==> config.mk <==
export PLATFORM = sky130hd
export DESIGN_NAME = irq_controller
export DESIGN_NICKNAME = d
export VERILOG_FILES = /design/src/include/irq_pkg.sv /design/src/include/irq_arb_if.sv /design/src/logic/irq_ext_input.sv /design/src/logic/irq_arbiter.sv /design/src/logic/irq_controller.sv
export SDC_FILE = /design/constraint.sdc
export NUM_CORES = 1
export LEC_CHECK = 0
export BUFFER_PORTS_ARGS = -buffer_cell sky130_fd_sc_hd__buf_2
export CAP_MARGIN = 10
export CORE_MARGIN = 10
export CORE_UTILIZATION = 55
export CTS_BUF_LIST = sky130_fd_sc_hd__clkbuf_4
export CTS_CLUSTER_SIZE = 10
export DETAILED_ROUTE_END_ITERATION = 10
export GPL_TIMING_DRIVEN = 1
export PLACE_DENSITY = 0.83
export SLEW_MARGIN = 0
export SYNTH_ARGS = -nofsm -noshare
export SYNTH_HDL_FRONTEND = slang
export SYNTH_SLANG_ARGS = --single-unit
==> constraint.sdc <==
create_clock -name mclk_i -period 27.5 [get_ports mclk_i]
set_input_delay 1.375 -clock mclk_i [delete_from_list [all_inputs] [get_ports mclk_i]]
set_output_delay 1.375 -clock mclk_i [all_outputs]
set_load 0.05 [all_outputs]
==> src/include/irq_pkg.sv <==
// Shared constants, types and helpers for the interrupt controller
package irq_pkg;

  // ------------------------------------------------------------
  // Sizes and timing
  // ------------------------------------------------------------
  localparam int NUM_SRC = 11;          // Interrupt sources
  localparam int NUM_LVL = 4;           // Priority levels
  localparam int MC_CLOCKS = 4;         // Clocks per machine cycle
  localparam int CALL_MCS = 4;          // Long call length, cycles
  localparam int CALL_CLOCKS = CALL_MCS * MC_CLOCKS;
  localparam int MAX_LAT_MCS = 12;      // Worst response, cycles
  localparam int MAX_LAT_CLOCKS = MAX_LAT_MCS * MC_CLOCKS;

  // ------------------------------------------------------------
  // Source index equals arbitration rank (0 wins ties)
  // ------------------------------------------------------------
  localparam int SRC_EXT0 = 0;
  localparam int SRC_BO = 1;
  localparam int SRC_WD = 2;
  localparam int SRC_T0 = 3;
  localparam int SRC_TW = 4;
  localparam int SRC_EXT1 = 5;
  localparam int SRC_KB = 6;
  localparam int SRC_T1 = 7;
  localparam int SRC_UART = 8;
  localparam int SRC_T2 = 9;
  localparam int SRC_CAP = 10;

  // ------------------------------------------------------------
  // Bit positions in enable and priority registers
  // ------------------------------------------------------------
  localparam int EN_EXT0 = 0;           // First register group
  localparam int EN_T0 = 1;
  localparam int EN_EXT1 = 2;
  localparam int EN_T1 = 3;
  localparam int EN_UART = 4;
  localparam int EN_T2 = 5;
  localparam int EN_GLOBAL = 7;
  localparam int EN_TW = 0;             // Extended register group
  localparam int EN_KB = 1;
  localparam int EN_WD = 4;
  localparam int EN_BO = 6;
  localparam int EN_CAP = 7;

  // Vector addresses by source index
  localparam logic [15:0] VEC [NUM_SRC] = '{
    16'h0003, 16'h002B, 16'h0053, 16'h000B, 16'h0033, 16'h0013,
    16'h003B, 16'h001B, 16'h0023, 16'h0043, 16'h006B};

  // Sources able to wake from power-down
  localparam logic [10:0] WAKE_MASK = 11'h067;
  // Reset value of the in-service set
  localparam logic [3:0] SVC_NONE = 4'h0;

  // ------------------------------------------------------------
  // Types
  // ------------------------------------------------------------
  typedef logic [1:0] level_t;
  typedef enum logic [3:0] {
    PH_C1 = 4'h1, PH_C2 = 4'h2, PH_C3 = 4'h4, PH_C4 = 4'h8
  } phase_t;
  typedef enum logic [1:0] {
    CALL_IDLE = 2'h1, CALL_RUN = 2'h2
  } call_state_t;

  // Highest level in service as {valid, level}
  function automatic logic [2:0] svc_top(input logic [3:0] svc);
    logic [2:0] r;
    r = 3'h0;
    for (int i = 0; i < NUM_LVL; i++)
      if (svc[i]) r = {1'b1, 2'(i)};
    return r;
  endfunction

endpackage

==> src/include/irq_arb_if.sv <==
// Carrier between the controller and its priority arbiter
interface irq_arb_if;
  import irq_pkg::*;
  logic [10:0] req;           // Gated, polled requests
  level_t lvl [NUM_SRC];      // Level of each source
  logic [3:0] in_service;     // Levels now in service
  logic win_valid;            // A request may vector now
  logic [3:0] win_idx;        // Winning source
  level_t win_lvl;            // Winning level
  modport ctrl (output req, lvl, in_service,
                input win_valid, win_idx, win_lvl);
  modport arb (input req, lvl, in_service,
               output win_valid, win_idx, win_lvl);
endinterface

==> src/logic/irq_ext_input.sv <==
// External interrupt pin synchroniser and request flag
module irq_ext_input
  import irq_pkg::*;
(
  // Clock and reset
  input wire logic mclk_i,
  input wire logic rst_b_i,
  // Pin and mode
  input wire logic pin_i,
  input wire logic trigger_type_i,
  // Strobes
  input wire logic sample_c3_i,
  input wire logic hw_clear_i,
  input wire logic sw_clear_i,
  // Flag
  output logic flag_o
);

  logic [2:0] sync;           // Three-stage pin chain
  logic stable;               // Agreed pin level
  logic prev;                 // Previous C3 sample
  logic [2:0] next_sync;
  logic next_stable;
  logic next_prev;
  logic next_flag;

  // ------------------------------------------------------------
  // Next state
  // ------------------------------------------------------------
  always_comb
  begin
    next_sync = {sync[1:0], pin_i};
    // Accept a change once stages two and three agree
    next_stable = (sync[1] == sync[2]) ? sync[2] : stable;
    next_prev = prev;
    next_flag = flag_o;
    // Vectoring clears only in edge mode
    if ((hw_clear_i && trigger_type_i) || sw_clear_i)
      next_flag = 1'b0;
    if (sample_c3_i)
    begin
      next_prev = stable;
      if (trigger_type_i)
      begin
        // Edge mode: high sample then low sample
        if (prev && !stable)
          next_flag = 1'b1;
      end
      else
        next_flag = !stable;
    end
  end

  // Registers
  always_ff @(posedge mclk_i or negedge rst_b_i)
  begin
    if (!rst_b_i)
    begin
      sync <= 3'h7;
      stable <= 1'b1;
      prev <= 1'b1;
      flag_o <= 1'b0;
    end
    else
    begin
      sync <= next_sync;
      stable <= next_stable;
      prev <= next_prev;
      flag_o <= next_flag;
    end
  end
endmodule // irq_ext_input

==> src/logic/irq_arbiter.sv <==
// Priority resolution among polled requests
module irq_arbiter
  import irq_pkg::*;
(
  irq_arb_if.arb bus
);

  logic [2:0] top;            // Highest level in service

  // ------------------------------------------------------------
  // Pick highest level above service; lowest index wins ties
  // ------------------------------------------------------------
  always_comb
  begin
    top = svc_top(bus.in_service);
    bus.win_valid = 1'b0;
    bus.win_idx = 4'h0;
    bus.win_lvl = 2'h0;
    for (int i = 0; i < NUM_SRC; i++)
    begin
      // Strictly above current service only
      if (bus.req[i] && (!top[2] || bus.lvl[i] > top[1:0]))
      begin
        // Later equal level never displaces earlier rank
        if (!bus.win_valid || bus.lvl[i] > bus.win_lvl)
        begin
          bus.win_valid = 1'b1;
          bus.win_idx = 4'(i);
          bus.win_lvl = bus.lvl[i];
        end
      end
    end
  end

endmodule // irq_arbiter

==> src/logic/irq_controller.sv <==
// Four-level interrupt controller, top level
module irq_controller
  import irq_pkg::*;
(
  // Clock and reset
  input wire logic mclk_i,
  input wire logic rst_b_i,
  // External pins and trigger types
  input wire logic ext_irq_pin_a_i,
  input wire logic ext_irq_pin_b_i,
  input wire logic ext0_trigger_type_i,
  input wire logic ext1_trigger_type_i,
  // Timer overflow events and software flag clears
  input wire logic timer0_overflow_i,
  input wire logic timer1_overflow_i,
  input wire logic [3:0] flag_clear_i,
  // Peripheral flags
  input wire logic brownout_flag_i,
  input wire logic watchdog_timeout_flag_i,
  input wire logic twowire_status_flag_i,
  input wire logic twowire_timeout_flag_i,
  input wire logic keypad_flag_i,
  input wire logic uart_receive_flag_i,
  input wire logic uart_transmit_flag_i,
  input wire logic timer2_event_flag_i,
  input wire logic timer2_external_flag_i,
  input wire logic capture_event_flag_i,
  input wire logic watchdog_rc_clock_i,
  // Enable and priority registers
  input wire logic [7:0] enable_register_one_i,
  input wire logic [7:0] extended_enable_register_i,
  input wire logic [7:0] priority_low_bits_group_a_i,
  input wire logic [7:0] priority_high_bits_group_a_i,
  input wire logic [7:0] priority_low_bits_group_b_i,
  input wire logic [7:0] priority_high_bits_group_b_i,
  // Core status
  input wire logic last_cycle_i,
  input wire logic reg_write_or_exit_i,
  input wire logic interrupt_exit_i,
  // Flags back to the core
  output logic ext0_request_flag_o,
  output logic ext1_request_flag_o,
  output logic timer0_overflow_flag_o,
  output logic timer1_overflow_flag_o,
  // Call to the core
  output logic machine_cycle_start_o,
  output logic hardware_long_call_o,
  output logic push_pc_o,
  output logic [15:0] vector_o,
  // Status
  output logic [3:0] in_service_o,
  output logic wake_o
);

  // ------------------------------------------------------------
  // Declarations
  // ------------------------------------------------------------
  irq_arb_if arb_bus ();      // To and from the arbiter

  phase_t phase;              // Clock within machine cycle
  phase_t next_phase;
  call_state_t call_state;    // Long call sequencer
  call_state_t next_call_state;
  logic [4:0] call_cnt;       // Clocks left in the call
  logic [4:0] next_call_cnt;
  logic [15:0] next_vector;
  logic next_push;
  logic [3:0] next_svc;
  logic next_t0;
  logic next_t1;
  logic [10:0] raw_req;       // Flags after OR and enables
  logic [10:0] polled;        // Snapshot of the previous machine cycle
  logic [10:0] next_polled;
  logic take;                 // Vector in this clock
  logic clr_t0;               // Hardware clear of timer flags
  logic clr_t1;
  logic clr_e0;               // Hardware clear of pin flags
  logic clr_e1;
  logic global_en;
  logic [2:0] svc_hi;         // Highest level in service, {valid, level}

  // ------------------------------------------------------------
  // External pin flags
  // ------------------------------------------------------------
  irq_ext_input u_ext0 (
    .mclk_i(mclk_i),
    .rst_b_i(rst_b_i),
    .pin_i(ext_irq_pin_a_i),
    .trigger_type_i(ext0_trigger_type_i),
    .sample_c3_i(phase == PH_C3),
    .hw_clear_i(clr_e0),
    .sw_clear_i(flag_clear_i[0]),
    .flag_o(ext0_request_flag_o)
  );

  irq_ext_input u_ext1 (
    .mclk_i(mclk_i),
    .rst_b_i(rst_b_i),
    .pin_i(ext_irq_pin_b_i),
    .trigger_type_i(ext1_trigger_type_i),
    .sample_c3_i(phase == PH_C3),
    .hw_clear_i(clr_e1),
    .sw_clear_i(flag_clear_i[1]),
    .flag_o(ext1_request_flag_o)
  );

  // ------------------------------------------------------------
  // Request gating, multi-flag sources combined first
  // ------------------------------------------------------------
  assign global_en = enable_register_one_i[EN_GLOBAL];

  always_comb
  begin
    raw_req = 11'h000;
    raw_req[SRC_EXT0] = ext0_request_flag_o
      && enable_register_one_i[EN_EXT0];
    raw_req[SRC_BO] = brownout_flag_i
      && extended_enable_register_i[EN_BO];
    raw_req[SRC_WD] = watchdog_timeout_flag_i
      && extended_enable_register_i[EN_WD];
    raw_req[SRC_T0] = timer0_overflow_flag_o
      && enable_register_one_i[EN_T0];
    raw_req[SRC_TW] = (twowire_status_flag_i
      || twowire_timeout_flag_i)
      && extended_enable_register_i[EN_TW];
    raw_req[SRC_EXT1] = ext1_request_flag_o
      && enable_register_one_i[EN_EXT1];
    raw_req[SRC_KB] = keypad_flag_i
      && extended_enable_register_i[EN_KB];
    raw_req[SRC_T1] = timer1_overflow_flag_o
      && enable_register_one_i[EN_T1];
    raw_req[SRC_UART] = (uart_receive_flag_i
      || uart_transmit_flag_i)
      && enable_register_one_i[EN_UART];
    raw_req[SRC_T2] = (timer2_event_flag_i
      || timer2_external_flag_i)
      && enable_register_one_i[EN_T2];
    raw_req[SRC_CAP] = capture_event_flag_i
      && extended_enable_register_i[EN_CAP];
    if (!global_en)
      raw_req = 11'h000;
  end

  // Levels: high bit and low bit at the same position
  always_comb
  begin
    arb_bus.lvl[SRC_EXT0] = {priority_high_bits_group_a_i[EN_EXT0],
      priority_low_bits_group_a_i[EN_EXT0]};
    arb_bus.lvl[SRC_T0] = {priority_high_bits_group_a_i[EN_T0],
      priority_low_bits_group_a_i[EN_T0]};
    arb_bus.lvl[SRC_EXT1] = {priority_high_bits_group_a_i[EN_EXT1],
      priority_low_bits_group_a_i[EN_EXT1]};
    arb_bus.lvl[SRC_T1] = {priority_high_bits_group_a_i[EN_T1],
      priority_low_bits_group_a_i[EN_T1]};
    arb_bus.lvl[SRC_UART] = {priority_high_bits_group_a_i[EN_UART],
      priority_low_bits_group_a_i[EN_UART]};
    arb_bus.lvl[SRC_T2] = {priority_high_bits_group_a_i[EN_T2],
      priority_low_bits_group_a_i[EN_T2]};
    arb_bus.lvl[SRC_TW] = {priority_high_bits_group_b_i[EN_TW],
      priority_low_bits_group_b_i[EN_TW]};
    arb_bus.lvl[SRC_KB] = {priority_high_bits_group_b_i[EN_KB],
      priority_low_bits_group_b_i[EN_KB]};
    arb_bus.lvl[SRC_WD] = {priority_high_bits_group_b_i[EN_WD],
      priority_low_bits_group_b_i[EN_WD]};
    arb_bus.lvl[SRC_BO] = {priority_high_bits_group_b_i[EN_BO],
      priority_low_bits_group_b_i[EN_BO]};
    arb_bus.lvl[SRC_CAP] = {priority_high_bits_group_b_i[EN_CAP],
      priority_low_bits_group_b_i[EN_CAP]};
  end

  assign arb_bus.req = polled;
  assign arb_bus.in_service = in_service_o;
  assign svc_hi = svc_top(in_service_o);

  irq_arbiter u_arb (
    .bus(arb_bus)
  );

  // Wake request: enabled wake-capable flags, ungated by polling
  always_comb
  begin
    logic [10:0] w;
    w = raw_req & WAKE_MASK;
    // Watchdog wakes only on the internal RC clock
    w[SRC_WD] = w[SRC_WD] && watchdog_rc_clock_i;
    wake_o = |w;
  end

  // ------------------------------------------------------------
  // Vectoring decision
  // ------------------------------------------------------------
  // Last clock of an unblocked final instruction cycle
  assign take = (phase == PH_C4) && (call_state == CALL_IDLE)
    && last_cycle_i && !reg_write_or_exit_i
    && arb_bus.win_valid;

  // Only timer and edge-mode pin flags are cleared here
  assign clr_t0 = take && (arb_bus.win_idx == 4'(SRC_T0));
  assign clr_t1 = take && (arb_bus.win_idx == 4'(SRC_T1));
  assign clr_e0 = take && (arb_bus.win_idx == 4'(SRC_EXT0));
  assign clr_e1 = take && (arb_bus.win_idx == 4'(SRC_EXT1));

  // ------------------------------------------------------------
  // Next state of phase, poll, flags, call and service
  // ------------------------------------------------------------
  always_comb
  begin
    // Machine cycle phase ring
    case (phase)
      PH_C1: next_phase = PH_C2;
      PH_C2: next_phase = PH_C3;
      PH_C3: next_phase = PH_C4;
      PH_C4: next_phase = PH_C1;
      default: next_phase = PH_C1;
    endcase
    // Fresh snapshot each cycle; nothing carried over
    next_polled = (phase == PH_C4) ? raw_req : polled;
    if (take)
      next_polled = 11'h000;
    // Timer flags: set wins over any clear
    next_t0 = timer0_overflow_flag_o;
    next_t1 = timer1_overflow_flag_o;
    if (clr_t0 || flag_clear_i[2])
      next_t0 = 1'b0;
    if (clr_t1 || flag_clear_i[3])
      next_t1 = 1'b0;
    if (timer0_overflow_i)
      next_t0 = 1'b1;
    if (timer1_overflow_i)
      next_t1 = 1'b1;
    // Call sequencer
    next_call_state = call_state;
    next_call_cnt = call_cnt;
    next_vector = vector_o;
    next_push = 1'b0;
    case (call_state)
      CALL_IDLE:
      begin
        if (take)
        begin
          next_call_state = CALL_RUN;
          next_call_cnt = 5'(CALL_CLOCKS - 1);
          next_vector = VEC[arb_bus.win_idx];
          next_push = 1'b1;
        end
      end
      CALL_RUN:
      begin
        if (call_cnt == 5'h00)
          next_call_state = CALL_IDLE;
        else
          next_call_cnt = call_cnt - 5'h01;
      end
      default: next_call_state = CALL_IDLE;
    endcase
    // In-service set: exit clears top bit, vectoring sets one
    next_svc = in_service_o;
    if (interrupt_exit_i && svc_hi[2])
      next_svc[svc_hi[1:0]] = 1'b0;
    if (take)
      next_svc[arb_bus.win_lvl] = 1'b1;
  end

  // ------------------------------------------------------------
  // Registers
  // ------------------------------------------------------------
  always_ff @(posedge mclk_i or negedge rst_b_i)
  begin
    if (!rst_b_i)
    begin
      phase <= PH_C1;
      polled <= 11'h000;
      timer0_overflow_flag_o <= 1'b0;
      timer1_overflow_flag_o <= 1'b0;
      call_state <= CALL_IDLE;
      call_cnt <= 5'h00;
      vector_o <= 16'h0000;
      push_pc_o <= 1'b0;
      in_service_o <= SVC_NONE;
    end
    else
    begin
      phase <= next_phase;
      polled <= next_polled;
      timer0_overflow_flag_o <= next_t0;
      timer1_overflow_flag_o <= next_t1;
      call_state <= next_call_state;
      call_cnt <= next_call_cnt;
      vector_o <= next_vector;
      push_pc_o <= next_push;
      in_service_o <= next_svc;
    end
  end

  assign machine_cycle_start_o = (phase == PH_C1);
  assign hardware_long_call_o = (call_state == CALL_RUN);
endmodule // irq_controller

==> impl_results.md <==
- Num Clock Sinks: 46
- Setup violators final: 0
- CP bufs+invs: 4
- Sw power: 136.6 µW
- Final setup skew: 0.02204 ns
- Htree depth: 2
- First-pass DRT Iterations: 4
- DR vias/cell: 5.793
- CP endpoint kind: flip-flop
- Dpl cells: 585
- Clock transition at path regs: 0.16 ns
- Slowest stage delay, CP: 0.43 ns
- Final Max Slew Viols: 0
- Synth-to-Final Area Change: 13.41%
- Area contributors post-synth: dfrtp_1, ha_1, dfstp_2, nand2_1, nor2b_1
- # DRC: 0
- Skew-Pair Late Insertion Delay: 0.38 ns
- Fin cells: 593
- Pwr Density: 65.85 nW/µm²
- CP most frequent cell: ha_1
- Initial antenna violation count: 0
- Total grt overflow: 0
- Final Hold Vio Count: 0
- Multi-input combinational cell area: 2475 µm²
- Setup Buffers After CTS: 0
- Slew headroom: 31.79%
- Pint: 149.7 µW
- TritonCTS buffer count: 5
- Register Area: 1166 µm²
- Synth top area share: 22.19%
- Initial Util: 56.43%
- Post_cts resized: 0
- Layout cell share with drive strength beyond 1: 26.76%
- Crit-path max FO: 10
- First-pass GRT wire length: 15820 µm
- Row count: 30
- WL final: 9981 µm
- Placer congestion estimate: 0.8929
- DIE AREA: 10710 µm²
- WL per Instance: 16.83 µm
- DP Wirelength: 7991 µm
- # diodes: 0
- Hold Buf Count CTS: 0
- Total Nets Final: 612
- Total core area: 6794 µm²
- Sequential element share of the synthesized area: 30.42%
- Routed Antenna Nets: 0
- Switch share: 47.73%
- Distinct cells, synth: 79
- EDFF count, synth: 0
- Max-Cap Viols: 0
- CTS tree: yes
- Cells after Synth: 415
- RSZ-0062 raised after global routing: false
- Worst supply voltage drop on vdd: 0.04145 mV
- Worst setup path category: primary input to flip-flop
- HP Class: flip-flop to flip-flop
- Status: finished, final reports clean
- Power share of the clock group: 11.9%
- DIE HEIGHT: 103.5 µm
- DR vias: 3435
- Asr flop ratio synth: 100.0%
- Seq pwr share: 28.2%
- Leakage: 2.106 nW
- Tightest Pin Transition: 1.023 ns
- Total GRT Usage: 18.60%
- Fill cell count: 594
- Syn avg cell area: 9.238 µm²
- Yosys warns: 0
- Buffers on Ports: 77
- Setup_tns: 0 ns
- CP top delay family: compound AO/OA/AOI/OAI gates
- Fin crit share: 57.62%
- Crit path DAT: 16.14 ns
- Clock Path Buffers: 2
- IO Pins: 102
- CP Launch Type: primary input
- Fin crit period: 15.85 ns
- Largest net degree at the start of global routing: 47
- Fmax: 0.06311 GHz
- Synthesized cell area: 3834 µm²
- Gate power share: 59.8%
- Main synth FF type: dfrtp_1
- #FFs+latches synth: 46
- Die W: 103.5 µm
- Root buffer cell: clkbuf_4
- Drt initial violations: 142
- CP required: 27.79 ns
- Vias in the first global route: 3468
- Slowest stage cell, crit path: a221o_2
- Area leader, netlist: dfrtp_1
[cells by family (layout without fill, tap and decap cells)]
kind of cell	after synthesis	after routing	share of synthesized area, %
compound gates	117	117	24.90
xor+xnor	3	3	0.6855
fa+ha+maj	44	44	14.23
buf+inv	47	120	5.907
flops	46	46	30.42
mux	6	6	2.676
other cells	1	10	0.09782
simple gates	151	151	21.08
[per-layer routing]
layer / GRT usage (%) / part of all wire [%] / vias to the layer above
met1: 22.57 / 43 / 1644
met3: 4.053 / 5.6 / 15
met2: 32.31 / 50 / 104
met5: 0 / 0 / -
li1: - / - / 1672
met4: 5.241 / 1.3 / 0
[area by class of cell]
class / instances / area share (%)
Timing Repair Buffer: 80 / 9.381
Tap cell: 96 / 2.763
Clock inverter: 2 / 0.3165
Clock buffer: 6 / 1.036
Inverter: 32 / 2.763
Multi-Input combinational cell: 331 / 56.92
Sequential cell: 46 / 26.82
[cells in the mapped netlist (all sizes together), types with 3 or more instances]
cell type,number
a21boi,3
a21o,4
a21oi,19
a221oi,3
a22oi,3
a31o,4
a31oi,6
a32o,9
and3,3
buf,13
dfrtp,34
dfstp,12
ha,42
inv,32
mux2i,5
nand2,60
nand2b,4
nand3,10
nand4,5
nor2,24
nor2b,19
nor3,9
nor4b,3
o211ai,12
o21a,5
o21ai,20
o21bai,3
o31ai,4
or2,3
[path summary, 6_finish.rpt]
check | start | end | slack, ns | cells past startpoint
max | priority_high_bits_group_a_i[0] | timer1_overflow_flag_o | 11.65 | 71
min | u_ext0.sync[0] | u_ext0.sync[1] | 0.37 | 0
max reg2reg | in_service_o[1] | timer1_overflow_flag_o | 11.79 | 71
min reg2reg | u_ext0.sync[0] | u_ext0.sync[1] | 0.37 | 0
max in group asynchronous | rst_b_i | arb_bus.req[10] | 25.71 | 1
min in group asynchronous | rst_b_i | vector_o[4] | 1.15 | 1
[placed cells by master, fill, tap and decap left out, drive strengths merged, types with 5 or more instances in the layout]
cell / count
buf: 80
nand2: 60
ha: 42
dfrtp: 34
inv: 32
nor2: 24
o21ai: 20
nor2b: 19
a21oi: 19
dfstp: 12
o211ai: 12
conb: 10
nand3: 10
a32o: 9
nor3: 9
clkbuf: 6
a31oi: 6
o21a: 5
nand4: 5
mux2i: 5
[flip-flops by register name (all words and copies together), names as in the netlist, 2 cells and up]
signal / count
arb_bus.req: 11
call_cnt: 5
call_state: 2
in_service_o: 4
phase: 4
u_ext0.sync: 3
u_ext1.sync: 3
vector_o: 5
[power by group through the flow]
stage	Sequential, mW	Clock, mW	Combinational, mW
after floorplan	0.0954	0	0.119
after global placement	0.0818	0	0.163
after detailed placement	0.0821	0	0.170
after CTS	0.0808	0.0346	0.171
after global routing	0.0817	0.0367	0.190
final	0.0809	0.0342	0.171
[through the flow]
step	cell area, µm²	worst slack, ns	hold WS (ns)	util [%]	total power, mW
final	4348	11.65	0.3655	64.00	0.2863
after global routing	4348	10.47	0.3688	64.00	0.3085
after CTS	4348	11.78	0.3672	64.00	0.2864
after detailed placement	4289	11.43	0.3485	63.13	0.2520
after global placement	4289	11.91	0.3468	63.13	0.2449
after floorplan	3867	13.29	0.3452	-	0.2145
(Power assumes the default switching activity.)
